**src/design/sgoc_defines.vh**
```
// Shared constants for the switchgear object controller
// Assumes a 250 MHz system clock and a millisecond tick derived from it
`ifndef SGOC_DEFINES_VH
`define SGOC_DEFINES_VH
`define SGOC_CLK_MHZ        250
`define SGOC_TICK_US        1000
`define SGOC_TICK_CYC       (`SGOC_CLK_MHZ * `SGOC_TICK_US)
`define SGOC_POS_INTER      2'b00
`define SGOC_POS_OPEN       2'b01
`define SGOC_POS_CLOSED     2'b10
`define SGOC_POS_BAD        2'b11
`define SGOC_CMD_NONE       2'b00
`define SGOC_CMD_OPEN       2'b01
`define SGOC_CMD_CLOSE      2'b10
`define SGOC_EV_OPEN_REQ    0
`define SGOC_EV_CLOSE_REQ   1
`define SGOC_EV_OPEN_FAIL   2
`define SGOC_EV_CLOSE_FAIL  3
`define SGOC_EV_BANK        4
`define SGOC_EV_W           5
`define SGOC_REC_DEPTH      12
`define SGOC_BANKS          8
`define SGOC_BANK_USED_RST  8'h01
`define SGOC_ST_IDLE        2'b00
`define SGOC_ST_PULSE       2'b01
`define SGOC_ST_WAIT        2'b10
`endif

```
**src/design/sgoc_top.v**
```verilog
// One switchgear object with command gating, pulsed coils, statistics,
// record store, masked events, latched indications and parameter bank choice.
// Assumes all inputs synchronous to clk_sys and command requests as one-cycle pulses.
`include "sgoc_defines.vh"

module sgoc_top #(
	parameter TICK_CYC = `SGOC_TICK_CYC,
	parameter CNT_W    = 16,
	parameter TMR_W    = 16,
	parameter BLK_W    = 8,
	parameter IND_W    = 4
) (
	input  wire                   clk_sys,
	input  wire                   rstn,
	input  wire                   obj_enable,
	input  wire                   pos_open_in,
	input  wire                   pos_closed_in,
	input  wire                   cart_in,
	input  wire                   cart_out,
	input  wire                   remote_sel,
	input  wire                   local_open_req,
	input  wire                   local_close_req,
	input  wire                   bus_open_req,
	input  wire                   bus_close_req,
	input  wire                   app_open_req,
	input  wire                   app_close_req,
	input  wire                   use_synchro,
	input  wire                   synchro_ok,
	input  wire                   use_ready,
	input  wire                   obj_ready,
	input  wire [BLK_W-1:0]       block_src,
	input  wire [BLK_W-1:0]       block_en,
	input  wire [TMR_W-1:0]       max_pulse_ms,
	input  wire [TMR_W-1:0]       term_timeout_ms,
	input  wire [TMR_W-1:0]       traverse_ms,
	input  wire                   clear_stats,
	input  wire                   clear_records,
	input  wire [`SGOC_EV_W-1:0]  event_mask,
	input  wire [IND_W-1:0]       ind_latched_cfg,
	input  wire                   latch_clear,
	input  wire                   bank_enable,
	input  wire [7:0]             bank_used,
	input  wire [7:0]             bank_local_req,
	input  wire                   force_en,
	input  wire [2:0]             force_bank,
	input  wire                   force_req,
	input  wire                   remote_bank_en,
	input  wire [2:0]             bus_bank,
	input  wire                   bus_bank_req,
	input  wire [3:0]             rec_rd_idx,
	output reg                    open_out,
	output reg                    close_out,
	output reg  [1:0]             position,
	output reg  [CNT_W-1:0]       open_req_cnt,
	output reg  [CNT_W-1:0]       close_req_cnt,
	output reg  [CNT_W-1:0]       open_fail_cnt,
	output reg  [CNT_W-1:0]       close_fail_cnt,
	output reg  [IND_W-1:0]       ind_out,
	output reg  [2:0]             active_bank,
	output reg  [`SGOC_EV_W-1:0]  event_strobe,
	output reg  [3:0]             rec_count,
	output reg  [TMR_W+2:0]       rec_rd_data
);

	function [2:0] sgoc_lowest;
		input [7:0] v;
		integer i;
		begin
			sgoc_lowest = 3'd0;
			for (i = 7; i >= 0; i = i - 1) begin
				if (v[i]) begin
					sgoc_lowest = i[2:0];
				end
			end
		end
	endfunction

	reg  [31:0]          tick_cnt;
	reg                  tick;
	reg  [1:0]           state;
	reg  [1:0]           cmd;
	reg  [TMR_W-1:0]     pulse_ms;
	reg  [TMR_W-1:0]     wait_ms;
	reg  [TMR_W-1:0]     trav_ms;
	reg  [1:0]           raw_q;
	reg  [1:0]           start_pos;
	reg  [TMR_W+2:0]     rec_mem [0:`SGOC_REC_DEPTH-1];
	reg  [3:0]           rec_wr;
	reg  [IND_W-1:0]     ind_hold;
	reg  [2:0]           next_bank;
	wire                 raw_open;
	wire                 raw_closed;
	wire [1:0]           raw_pos;
	wire                 blocked;
	wire                 perm_close;
	wire                 req_open;
	wire                 req_close;
	wire                 go_open;
	wire                 go_close;
	wire                 moved;
	wire                 fail_now;
	wire                 done_ok;
	wire [IND_W-1:0]     ind_src;
	wire [7:0]           bank_pick;
	integer              k;

	assign raw_open   = pos_open_in | cart_out;
	assign raw_closed = pos_closed_in | cart_in;
	assign raw_pos    = {raw_closed, raw_open};
	assign blocked    = |(block_src & block_en);
	assign perm_close = (~use_synchro | synchro_ok) & (~use_ready | obj_ready);
	assign req_open   = app_open_req | (remote_sel ? bus_open_req : local_open_req);
	assign req_close  = app_close_req | (remote_sel ? bus_close_req : local_close_req);
	assign go_open    = obj_enable & ~blocked & (state == `SGOC_ST_IDLE) & req_open;
	assign go_close   = obj_enable & ~blocked & (state == `SGOC_ST_IDLE) & ~req_open &
	                    req_close & perm_close;
	assign moved      = (cmd == `SGOC_CMD_OPEN) ? (raw_pos == `SGOC_POS_OPEN) :
	                    (raw_pos == `SGOC_POS_CLOSED);
	assign done_ok    = (state != `SGOC_ST_IDLE) & moved;
	assign fail_now   = (state != `SGOC_ST_IDLE) & ~moved & tick &
	                    (wait_ms + 1'b1 >= term_timeout_ms);
	assign ind_src    = {position == `SGOC_POS_BAD, position == `SGOC_POS_INTER,
	                     position == `SGOC_POS_CLOSED, position == `SGOC_POS_OPEN};

	assign bank_pick  = bank_local_req & bank_used;

	always @(posedge clk_sys) begin
		if (!rstn) begin
			tick_cnt <= 32'h00000000;
			tick     <= 1'b0;
		end else if (tick_cnt >= TICK_CYC - 1) begin
			tick_cnt <= 32'h00000000;
			tick     <= 1'b1;
		end else begin
			tick_cnt <= tick_cnt + 32'h00000001;
			tick     <= 1'b0;
		end
	end

	// Position decode with traverse filter
	always @(posedge clk_sys) begin
		if (!rstn) begin
			raw_q    <= `SGOC_POS_INTER;
			position <= `SGOC_POS_INTER;
			trav_ms  <= {TMR_W{1'b0}};
		end else begin
			raw_q <= raw_pos;
			if (raw_pos == `SGOC_POS_BAD) begin
				position <= `SGOC_POS_BAD;
				trav_ms  <= {TMR_W{1'b0}};
			end else if (raw_pos != `SGOC_POS_INTER) begin
				position <= raw_pos;
				trav_ms  <= {TMR_W{1'b0}};
			end else if (raw_q != `SGOC_POS_INTER) begin
				trav_ms <= {TMR_W{1'b0}};
			end else if (tick && trav_ms < traverse_ms) begin
				trav_ms <= trav_ms + 1'b1;
			end else if (trav_ms >= traverse_ms) begin
				position <= `SGOC_POS_INTER;
			end
		end
	end

	// Command sequencer
	always @(posedge clk_sys) begin
		if (!rstn) begin
			state     <= `SGOC_ST_IDLE;
			cmd       <= `SGOC_CMD_NONE;
			pulse_ms  <= {TMR_W{1'b0}};
			wait_ms   <= {TMR_W{1'b0}};
			open_out  <= 1'b0;
			close_out <= 1'b0;
			start_pos <= `SGOC_POS_INTER;
		end else begin
			case (state)
				`SGOC_ST_IDLE: begin
					pulse_ms <= {TMR_W{1'b0}};
					wait_ms  <= {TMR_W{1'b0}};
					if (go_open) begin
						cmd       <= `SGOC_CMD_OPEN;
						open_out  <= 1'b1;
						start_pos <= raw_pos;
						state     <= `SGOC_ST_PULSE;
					end else if (go_close) begin
						cmd       <= `SGOC_CMD_CLOSE;
						close_out <= 1'b1;
						start_pos <= raw_pos;
						state     <= `SGOC_ST_PULSE;
					end
				end
				`SGOC_ST_PULSE: begin
					if (tick) begin
						pulse_ms <= pulse_ms + 1'b1;
						wait_ms  <= wait_ms + 1'b1;
					end
					if (done_ok || fail_now || (tick && pulse_ms + 1'b1 >= max_pulse_ms)) begin
						open_out  <= 1'b0;
						close_out <= 1'b0;
						state     <= (done_ok || fail_now) ? `SGOC_ST_IDLE : `SGOC_ST_WAIT;
					end
				end
				`SGOC_ST_WAIT: begin
					if (tick) begin
						wait_ms <= wait_ms + 1'b1;
					end
					if (done_ok || fail_now) begin
						state <= `SGOC_ST_IDLE;
					end
				end
				default: begin
					state     <= `SGOC_ST_IDLE;
					open_out  <= 1'b0;
					close_out <= 1'b0;
				end
			endcase
		end
	end

	// Statistics counters
	always @(posedge clk_sys) begin
		if (!rstn || clear_stats) begin
			open_req_cnt   <= {CNT_W{1'b0}};
			close_req_cnt  <= {CNT_W{1'b0}};
			open_fail_cnt  <= {CNT_W{1'b0}};
			close_fail_cnt <= {CNT_W{1'b0}};
		end else begin
			if (go_open) begin
				open_req_cnt <= open_req_cnt + 1'b1;
			end
			if (go_close) begin
				close_req_cnt <= close_req_cnt + 1'b1;
			end
			if (fail_now && cmd == `SGOC_CMD_OPEN) begin
				open_fail_cnt <= open_fail_cnt + 1'b1;
			end
			if (fail_now && cmd == `SGOC_CMD_CLOSE) begin
				close_fail_cnt <= close_fail_cnt + 1'b1;
			end
		end
	end

	// record store
	// Entry: failed flag, command type, operating time in ms
	always @(posedge clk_sys) begin
		if (!rstn || clear_records) begin
			rec_wr    <= 4'h0;
			rec_count <= 4'h0;
			for (k = 0; k < `SGOC_REC_DEPTH; k = k + 1) begin
				rec_mem[k] <= {(TMR_W+3){1'b0}};
			end
		end else if (done_ok || fail_now) begin
			rec_mem[rec_wr] <= {fail_now, cmd, wait_ms};
			rec_wr <= (rec_wr == `SGOC_REC_DEPTH - 1) ? 4'h0 : rec_wr + 4'h1;
			if (rec_count != `SGOC_REC_DEPTH) begin
				rec_count <= rec_count + 4'h1;
			end
		end
	end

	always @(posedge clk_sys) begin
		if (!rstn) begin
			rec_rd_data <= {(TMR_W+3){1'b0}};
		end else if (rec_rd_idx < `SGOC_REC_DEPTH) begin
			rec_rd_data <= rec_mem[rec_rd_idx];
		end else begin
			rec_rd_data <= {(TMR_W+3){1'b0}};
		end
	end

	always @(posedge clk_sys) begin
		if (!rstn) begin
			ind_hold <= {IND_W{1'b0}};
			ind_out  <= {IND_W{1'b0}};
		end else begin
			ind_hold <= ind_src | (ind_hold & ~({IND_W{latch_clear}} & ~ind_src));
			ind_out  <= (ind_src & ~ind_latched_cfg) |
			            ((ind_src | ind_hold) & ind_latched_cfg & {IND_W{obj_enable}});
		end
	end

	// Parameter bank selection; the change event follows the real next bank
	always @* begin
		next_bank = active_bank;
		if (bank_enable) begin
			if (force_en && force_req && bank_used[force_bank]) begin
				next_bank = force_bank;
			end else if (remote_bank_en && bus_bank_req && bank_used[bus_bank]) begin
				next_bank = bus_bank;
			end else if (|bank_pick) begin
				next_bank = sgoc_lowest(bank_pick);
			end
		end
	end

	always @(posedge clk_sys) begin
		if (!rstn) begin
			active_bank <= 3'd0;
		end else begin
			active_bank <= next_bank;
		end
	end

	always @(posedge clk_sys) begin
		if (!rstn) begin
			event_strobe <= {`SGOC_EV_W{1'b0}};
		end else begin
			event_strobe[`SGOC_EV_OPEN_REQ]   <= go_open & event_mask[`SGOC_EV_OPEN_REQ];
			event_strobe[`SGOC_EV_CLOSE_REQ]  <= go_close & event_mask[`SGOC_EV_CLOSE_REQ];
			event_strobe[`SGOC_EV_OPEN_FAIL]  <= fail_now & (cmd == `SGOC_CMD_OPEN) &
			                                     event_mask[`SGOC_EV_OPEN_FAIL];
			event_strobe[`SGOC_EV_CLOSE_FAIL] <= fail_now & (cmd == `SGOC_CMD_CLOSE) &
			                                     event_mask[`SGOC_EV_CLOSE_FAIL];
			event_strobe[`SGOC_EV_BANK]       <= (next_bank != active_bank) & event_mask[`SGOC_EV_BANK];
		end
	end

endmodule

```
**config.mk**
```make
export PLATFORM = sky130hd
export DESIGN_NAME = sgoc_top
export DESIGN_NICKNAME = d
export VERILOG_FILES = /design/src/design/sgoc_top.v
export VERILOG_INCLUDE_DIRS = /design/src /design/src/design
export SDC_FILE = /design/constraint.sdc
export NUM_CORES = 1
export LEC_CHECK = 0
export BUFFER_PORTS_ARGS = -buffer_cell sky130_fd_sc_hd__buf_2
export CAP_MARGIN = 40
export CORE_ASPECT_RATIO = 0.6
export CORE_MARGIN = 8
export CORE_UTILIZATION = 53
export CTS_CLUSTER_SIZE = 12
export DETAILED_ROUTE_END_ITERATION = 8
export PLACE_DENSITY = 0.75
export SKIP_LAST_GASP = 1
export SYNTH_ARGS = -nofsm -noshare
export SYNTH_HDL_FRONTEND = slang
export SYNTH_SLANG_ARGS = --single-unit
```
**constraint.sdc**
```tcl
create_clock -name clk_sys -period 5.45 [get_ports clk_sys]
set_input_delay 1.3625 -clock clk_sys [delete_from_list [all_inputs] [get_ports clk_sys]]
set_output_delay 1.3625 -clock clk_sys [all_outputs]
set_load 0.1 [all_outputs]
```
==> impl_metrics.tcl, run 1 <==
set metrics [dict create \
    reg2reg_to "rec_mem[6][15]" \
    area_growth_pct 15.24 \
    synth.avg_cell_area_um2 10.72 \
    drive_gt1_frac 0.1944 \
    r2r-start "wait_ms[4]" \
    dp.cells 2607 \
    num_vias 15480 \
    syn_area_um2 20510 \
    core_area_um2 37920 \
    cts_tree "built" \
    ios 228 \
    slew_headroom 0.4134 \
    startpoint "wait_ms[4]" \
    rows 55 \
    drcViolationCount 0 \
    fin_tns_setup_ns 0 \
    fin_util 0.6232 \
    grt_pass1_vias 15300 \
    drt_iter0_drc 1511 \
    synth_largest_type_area_fraction 0.3339 \
    postCtsHoldBufs 0 \
    grt_overflow 0 \
    worstMarginPinSlew_ns 0.8790 \
    ctsResizeCount 0 \
    leakage_nw 9.579 \
    clock-root-buffer "clkbuf_16" \
    antenna_found_initial 0 \
    cp_top_family "simple AND/OR/NAND/NOR gates" \
    holdPathStages 1 \
    ys_top_cells_by_count "nor2_1 (255), edfxtp_1 (228), dfxtp_1 (198), nand2_1 (152), and2_1 (101)" \
    cts_buffers 43 \
    clk_latency_ns 0.57 \
    startpoint_type "flop" \
    synthArstFlopShare 0 \
    crit_arrival_ns 5.40 \
    synthTopCellsByArea "edfxtp_1 (33%), dfxtp_1 (19%), mux4_2 (6.8%), nor2_1 (4.7%), ha_1 (4.0%)" \
    synth_warnings 0 \
    final-setup-viol-count 0 \
    nNetsFinal 2329 \
    fin_skew_ns 0.02678 \
    required_ns 5.87 \
    layout_min_cycle_time_ns 4.976 \
    nFillCells 2997 \
    die_h_um 168.4 \
    fin_ws_ns 0.4739 \
    die_w_um 269.9 \
    endpoint_kind "flop" \
    port_buffers 227 \
    routabilityCongestion 0.9042 \
    hold_viol_final 0 \
    ys_ff_latch 426 \
    critical_path.endpoint "rec_mem[6][15]" \
    layout.cells.non_filler 2684 \
    max_freq_mhz 201.0 \
    crit_chain "nand3_1, or4_1, nor2_1, and3_1, nand3_1, xnor2_1, ha_1, nand2_1, o21ai_1, o21ai_1, a21oi_4, nand4_2, buf_4, nor2_1, buf_4, and2_1" \
    hp-class "flop to flop" \
    timing.critical_path.depth 16 \
    cts_sinks 426 \
    worst-path-buf-inv 2 \
    crit_type "flop to flop" \
    synthCells 1913 \
    grt_usage 0.2333 \
    power.density_nw_per_um2 288.8 \
    period_share 0.9130 \
    routedWlPerCell_um 20.39 \
    critPathMaxFanout 19 \
    drtPass1Iterations 5 \
    post-place-ws_ns 0.5730 \
    grt_max_degree 64 \
    reg2reg_slack_ns 0.47 \
    irDropWorstVdd_v 0.0002334 \
    synth_top_area_cell "edfxtp_1" \
    synth_edf_count 228 \
    diodes 0 \
    critPathMaxStageDelay_ns 0.62 \
    reg2reg_depth 16 \
    start_util 0.5408 \
    cap_violations 0 \
    ctsHtreeMaxLevel 2 \
    synth.most_common_cell "nor2_1" \
    detail-route-antenna-nets 0 \
    grt_pass1_wl_mm 85.08 \
    cts_setup_buffers 0 \
    dp_hpwl_mm 38.30 \
    dieArea_um2 45450 \
    seq_area_frac_synth 0.5272 \
    cts.path.max_buffers 3 \
    clkSlewWorstSetupHoldPaths_ns 0.06 \
    synth_ff_type "edfxtp_1" \
    drt-total-wl_mm 54.72 \
    slew_violations 0 \
    viasPerCell 5.768 \
    total_power_mw 6.825 \
    cp_slowest_cell "dfxtp_1" \
    rsz0062_at_grt "false" \
    outcome "finished, final reports clean" \
    ys_types 77 \
]
## power breakdown
part	internal, mW	leakage, nW	switching [mW]
clock	1.53	0.614	1.24
combinational	0.191	4.86	0.346
sequential	3.48	4.10	0.0405
## logic make-up (layout without fill, tap and decap cells)
group / after synthesis / after routing / synth area share
multiplexers: 91 / 91 / 0.08249
adder cells (fa/ha/maj): 65 / 65 / 0.03966
buffers and inverters: 197 / 442 / 0.03746
AND/OR/NAND/NOR: 807 / 807 / 0.1988
other: 1 / 14 / 0.0001829
XOR/XNOR: 106 / 106 / 0.04527
flip-flops: 426 / 426 / 0.5272
AO/OA/AOI/OAI: 220 / 220 / 0.06895
## placed cells by master (no fill, tap or decap), types with 45 or more instances in the layout
master / synthesis / routed
nor2b_1: 46 / 46
xor2_1: 51 / 51
xnor2_1: 55 / 55
mux4_2: 62 / 62
dfxtp_1: 198 / 198
nand3_1: 45 / 45
nor2_1: 255 / 255
and2_1: 101 / 101
inv_1: 93 / 93
edfxtp_1: 228 / 228
buf_2: 9 / 227
a21oi_1: 50 / 50
o21ai_0: 57 / 47
and3_1: 63 / 63
ha_1: 65 / 65
nand2_1: 152 / 152
## worst min-delay path by stage
stage               slack, ns     endpoint   startpoint
floorplan                0.42  tick_cnt[0]  tick_cnt[0]
global placement         0.43  tick_cnt[0]  tick_cnt[0]
finish                   0.45  tick_cnt[0]  tick_cnt[0]
detailed placement       0.44  tick_cnt[0]  tick_cnt[0]
global route             0.47  tick_cnt[0]  tick_cnt[0]
CTS                      0.45  tick_cnt[0]  tick_cnt[0]
## worst reg2reg max path: stages (launching register included)
cell and delay (ns):
dfxtp_1 0.62, nand3_1 0.21, or4_1 0.62, nor2_1 0.26, and3_1 0.27, nand3_1 0.15
xnor2_1 0.19, ha_1 0.31, nand2_1 0.09, o21ai_1 0.19, o21ai_1 0.16, a21oi_4 0.29
nand4_2 0.31, buf_4 0.32, nor2_1 0.41, buf_4 0.28, and2_1 0.15
## sequential cells by signal (all words and copies together) (netlist names), 3 cells and up
register and count:
close_fail_cnt 16, open_req_cnt 16, open_fail_cnt 16, rec_wr 4, trav_ms 16, ind_hold 4
wait_ms 16, active_bank 3, ind_out 4, event_strobe 5, rec_rd_data 19, close_req_cnt 16
tick_cnt 32, rec_mem 228, pulse_ms 16, rec_count 4
## stage by stage
stage	hold WS, ns	area [µm²]
after CTS	0.4526	23630
after detailed placement	0.4442	22350
after floorplan	0.4176	20550
after global routing	0.4716	23630
after global placement	0.4282	22260
final	0.4525	23630
## final cells by class
class	instances	area [µm²]	share of cell area
clock buffer	71	1211	0.05125
clock inverter	6	70.07	0.002965
inverter	94	354.1	0.01498
multi-input combinational	1303	9016	0.3816
sequential	426	10810	0.4575
tap	513	641.9	0.02716
timing repair buffer	271	1526	0.06460
## routing by layer
| layer | vias up | routed length, µm | global-route usage | share of wire |
|---|---|---|---|---|
| li1 | 7204 | - | - | - |
| met1 | 7423 | 23730 | 0.3239 | 0.43 |
| met2 | 761 | 23780 | 0.3600 | 0.43 |
| met3 | 94 | 5866 | 0.05914 | 0.11 |
| met4 | 0 | 1354 | 0.06791 | 0.025 |
| met5 | - | 0 | 0 | 0 |
Power figures use the tool's default switching activity.
==> run 2, diff against run 1 <==
--- a/config.mk
+++ b/config.mk
@@ -13,7 +13,7 @@
 export CORE_UTILIZATION = 53
 export CTS_CLUSTER_SIZE = 12
 export DETAILED_ROUTE_END_ITERATION = 8
-export PLACE_DENSITY = 0.75
+export PLACE_DENSITY = 0.85
 export SKIP_LAST_GASP = 1
 export SYNTH_ARGS = -nofsm -noshare
 export SYNTH_HDL_FRONTEND = slang
==> run 2 against run 1 <==
  * Core utilization hardly changed
  * Cell area hardly changed
  * Global-route usage hardly changed
  * Largest cell class unchanged
==> impl_metrics.tcl, run 2 (synthesis results as in run 1) <==
set metrics [dict create \
    antenna_found_initial 3 \
    die_h_um 168.4 \
    grt_max_degree 66 \
    routedWlPerCell_um 20.62 \
    hold_path_end "ind_out[3]" \
    drtPass1Iterations 8 \
    slew_violations 0 \
    final_cell_mix "nor2_1 (255), buf_2 (228), edfxtp_1 (228)" \
    max_freq_mhz 203.7 \
    clkSlewWorstSetupHoldPaths_ns 0.06 \
    clk_latency_ns 0.57 \
    cts_tree "built" \
    hold_viol_final 0 \
    total_power_mw 6.830 \
    irDropWorstVdd_v 0.0002266 \
    grt_overflow 0 \
    routabilityCongestion 0.8979 \
    endpoint_kind "flop" \
    clock-root-buffer "clkbuf_16" \
    fin_tns_setup_ns 0 \
    grt_usage 0.2331 \
    cts_setup_buffers 0 \
    num_vias 15700 \
    required_ns 5.85 \
    cts_sinks 426 \
    met1_usage 0.3092 \
    layout_commonest_cell "nor2_1" \
    drt_iter0_drc 1689 \
    largest_reg_flops 228 \
    worstMarginPinSlew_ns 0.9089 \
    use_met3 0.05589 \
    core_area_um2 37920 \
    grt_pass1_vias 15790 \
    rsz0062_at_grt "false" \
    hp-class "flop to flop" \
    grt_pass1_wl_mm 85.84 \
    slew_headroom 0.3941 \
    leakage_nw 9.574 \
    critPathMaxFanout 20 \
    detail-route-antenna-nets 0 \
    outcome "finished, final reports clean" \
    period_share 0.9006 \
    cts_buffers 43 \
    ios 228 \
    reg2reg_to "open_fail_cnt[11]" \
    die_w_um 269.9 \
    biggestRegsByFlops "rec_mem (228), tick_cnt (32), rec_rd_data (19)" \
    area_growth_pct 15.14 \
    drcViolationCount 0 \
    ctsHtreeMaxLevel 2 \
    grt_util_met2 0.3722 \
    postCtsHoldBufs 0 \
    layout_min_cycle_time_ns 4.908 \
    port_buffers 227 \
    startpoint_type "flop" \
    crit_arrival_ns 5.31 \
    dp_hpwl_mm 38.32 \
    hp-start "ind_hold[3]" \
    final-setup-viol-count 0 \
    dieArea_um2 45450 \
    max_flop_register "rec_mem" \
    holdPathStages 2 \
    reg2reg_depth 15 \
    start_util 0.5408 \
    r2r-start "wait_ms[1]" \
    fin_skew_ns 0.03692 \
    busiest_layer "met2" \
    drive_gt1_frac 0.1912 \
    rows 55 \
    drt-total-wl_mm 55.23 \
    cap_violations 0 \
    power.density_nw_per_um2 289.2 \
    viasPerCell 5.860 \
    cts.path.max_buffers 3 \
    reg2reg_slack_ns 0.54 \
    crit_type "flop to flop" \
    ctsResizeCount 0 \
    nNetsFinal 2325 \
]
==> run 2: cell types whose count changed in the layout (fill, tap and decap cells not counted), moves of 2 or more <==
cell / delta
buf_16: +2
o21ai_2: -10
buf_4: -6
clkbuf_1: -3
o21ai_1: +10
dfxtp_2: +5
clkinv_8: +2
dfxtp_1: -5
==> run 2: worst max path at each step <==
| stage | start | end | depth (start not counted) |
|---|---|---|---|
| after global routing | wait_ms[1] | open_fail_cnt[11] | 15 |
| after detailed placement | wait_ms[1] | open_fail_cnt[11] | 15 |
| final | wait_ms[1] | open_fail_cnt[11] | 15 |
| after floorplan | wait_ms[0] | rec_mem[1][0] | 16 |
| after CTS | wait_ms[1] | open_fail_cnt[11] | 15 |
| after global placement | wait_ms[1] | open_fail_cnt[10] | 15 |
==> run 2: through the flow <==
stage	setup slack (ns)	std cells	hold slack, ns	utilization	area, µm²
final	0.5418	2679	0.4689	0.6227	23610
after global routing	0.1194	2679	0.4893	0.6227	23610
after CTS	0.4631	2677	0.4666	0.6223	23600
after detailed placement	0.5082	2602	0.4519	0.5881	22300
after global placement	0.7483	2593	0.4289	0.5841	22150
after floorplan	0.4064	1926	0.4176	-	20550
==> run 2: final cells by class <==
cell class                      count  area [µm²]
Tap cell                          513       641.9
Clock inverter                      5       72.57
Timing Repair Buffer              267        1521
Inverter                           94       354.1
Clock buffer                       70        1224
Antenna cell                        1       2.502
Fill cell                        2913       14310
Multi-Input combinational cell   1303        8979
Sequential cell                   426       10820
==> run 2: critical path, cell delays in order (launching register included) <==
cell and delay, ns:
dfxtp_2 0.47, nand3_1 0.18, or4_1 0.63, nor2_1 0.28, and3_1 0.28, nand3_1 0.16, xnor2_1 0.19, ha_1 0.31
nand2_1 0.09, o21ai_1 0.19, o21ai_1 0.17, or4_4 0.69, clkinv_2 0.25, nand3_2 0.25, o311ai_0 0.46, o41ai_1 0.15
==> run 2: power breakdown <==
part | switching, mW | internal (mW) | total (mW)
clock | 1.23 | 1.55 | 2.78
sequential | 0.0391 | 3.48 | 3.52
combinational | 0.344 | 0.190 | 0.535
total | 1.61 | 5.22 | 6.83
==> run 2: per-layer routing <==
layer,vias up,part of all wire
met4,0,0.032
met3,136,0.10
met5,-,0
met1,7593,0.41
li1,7184,-
met2,787,0.46
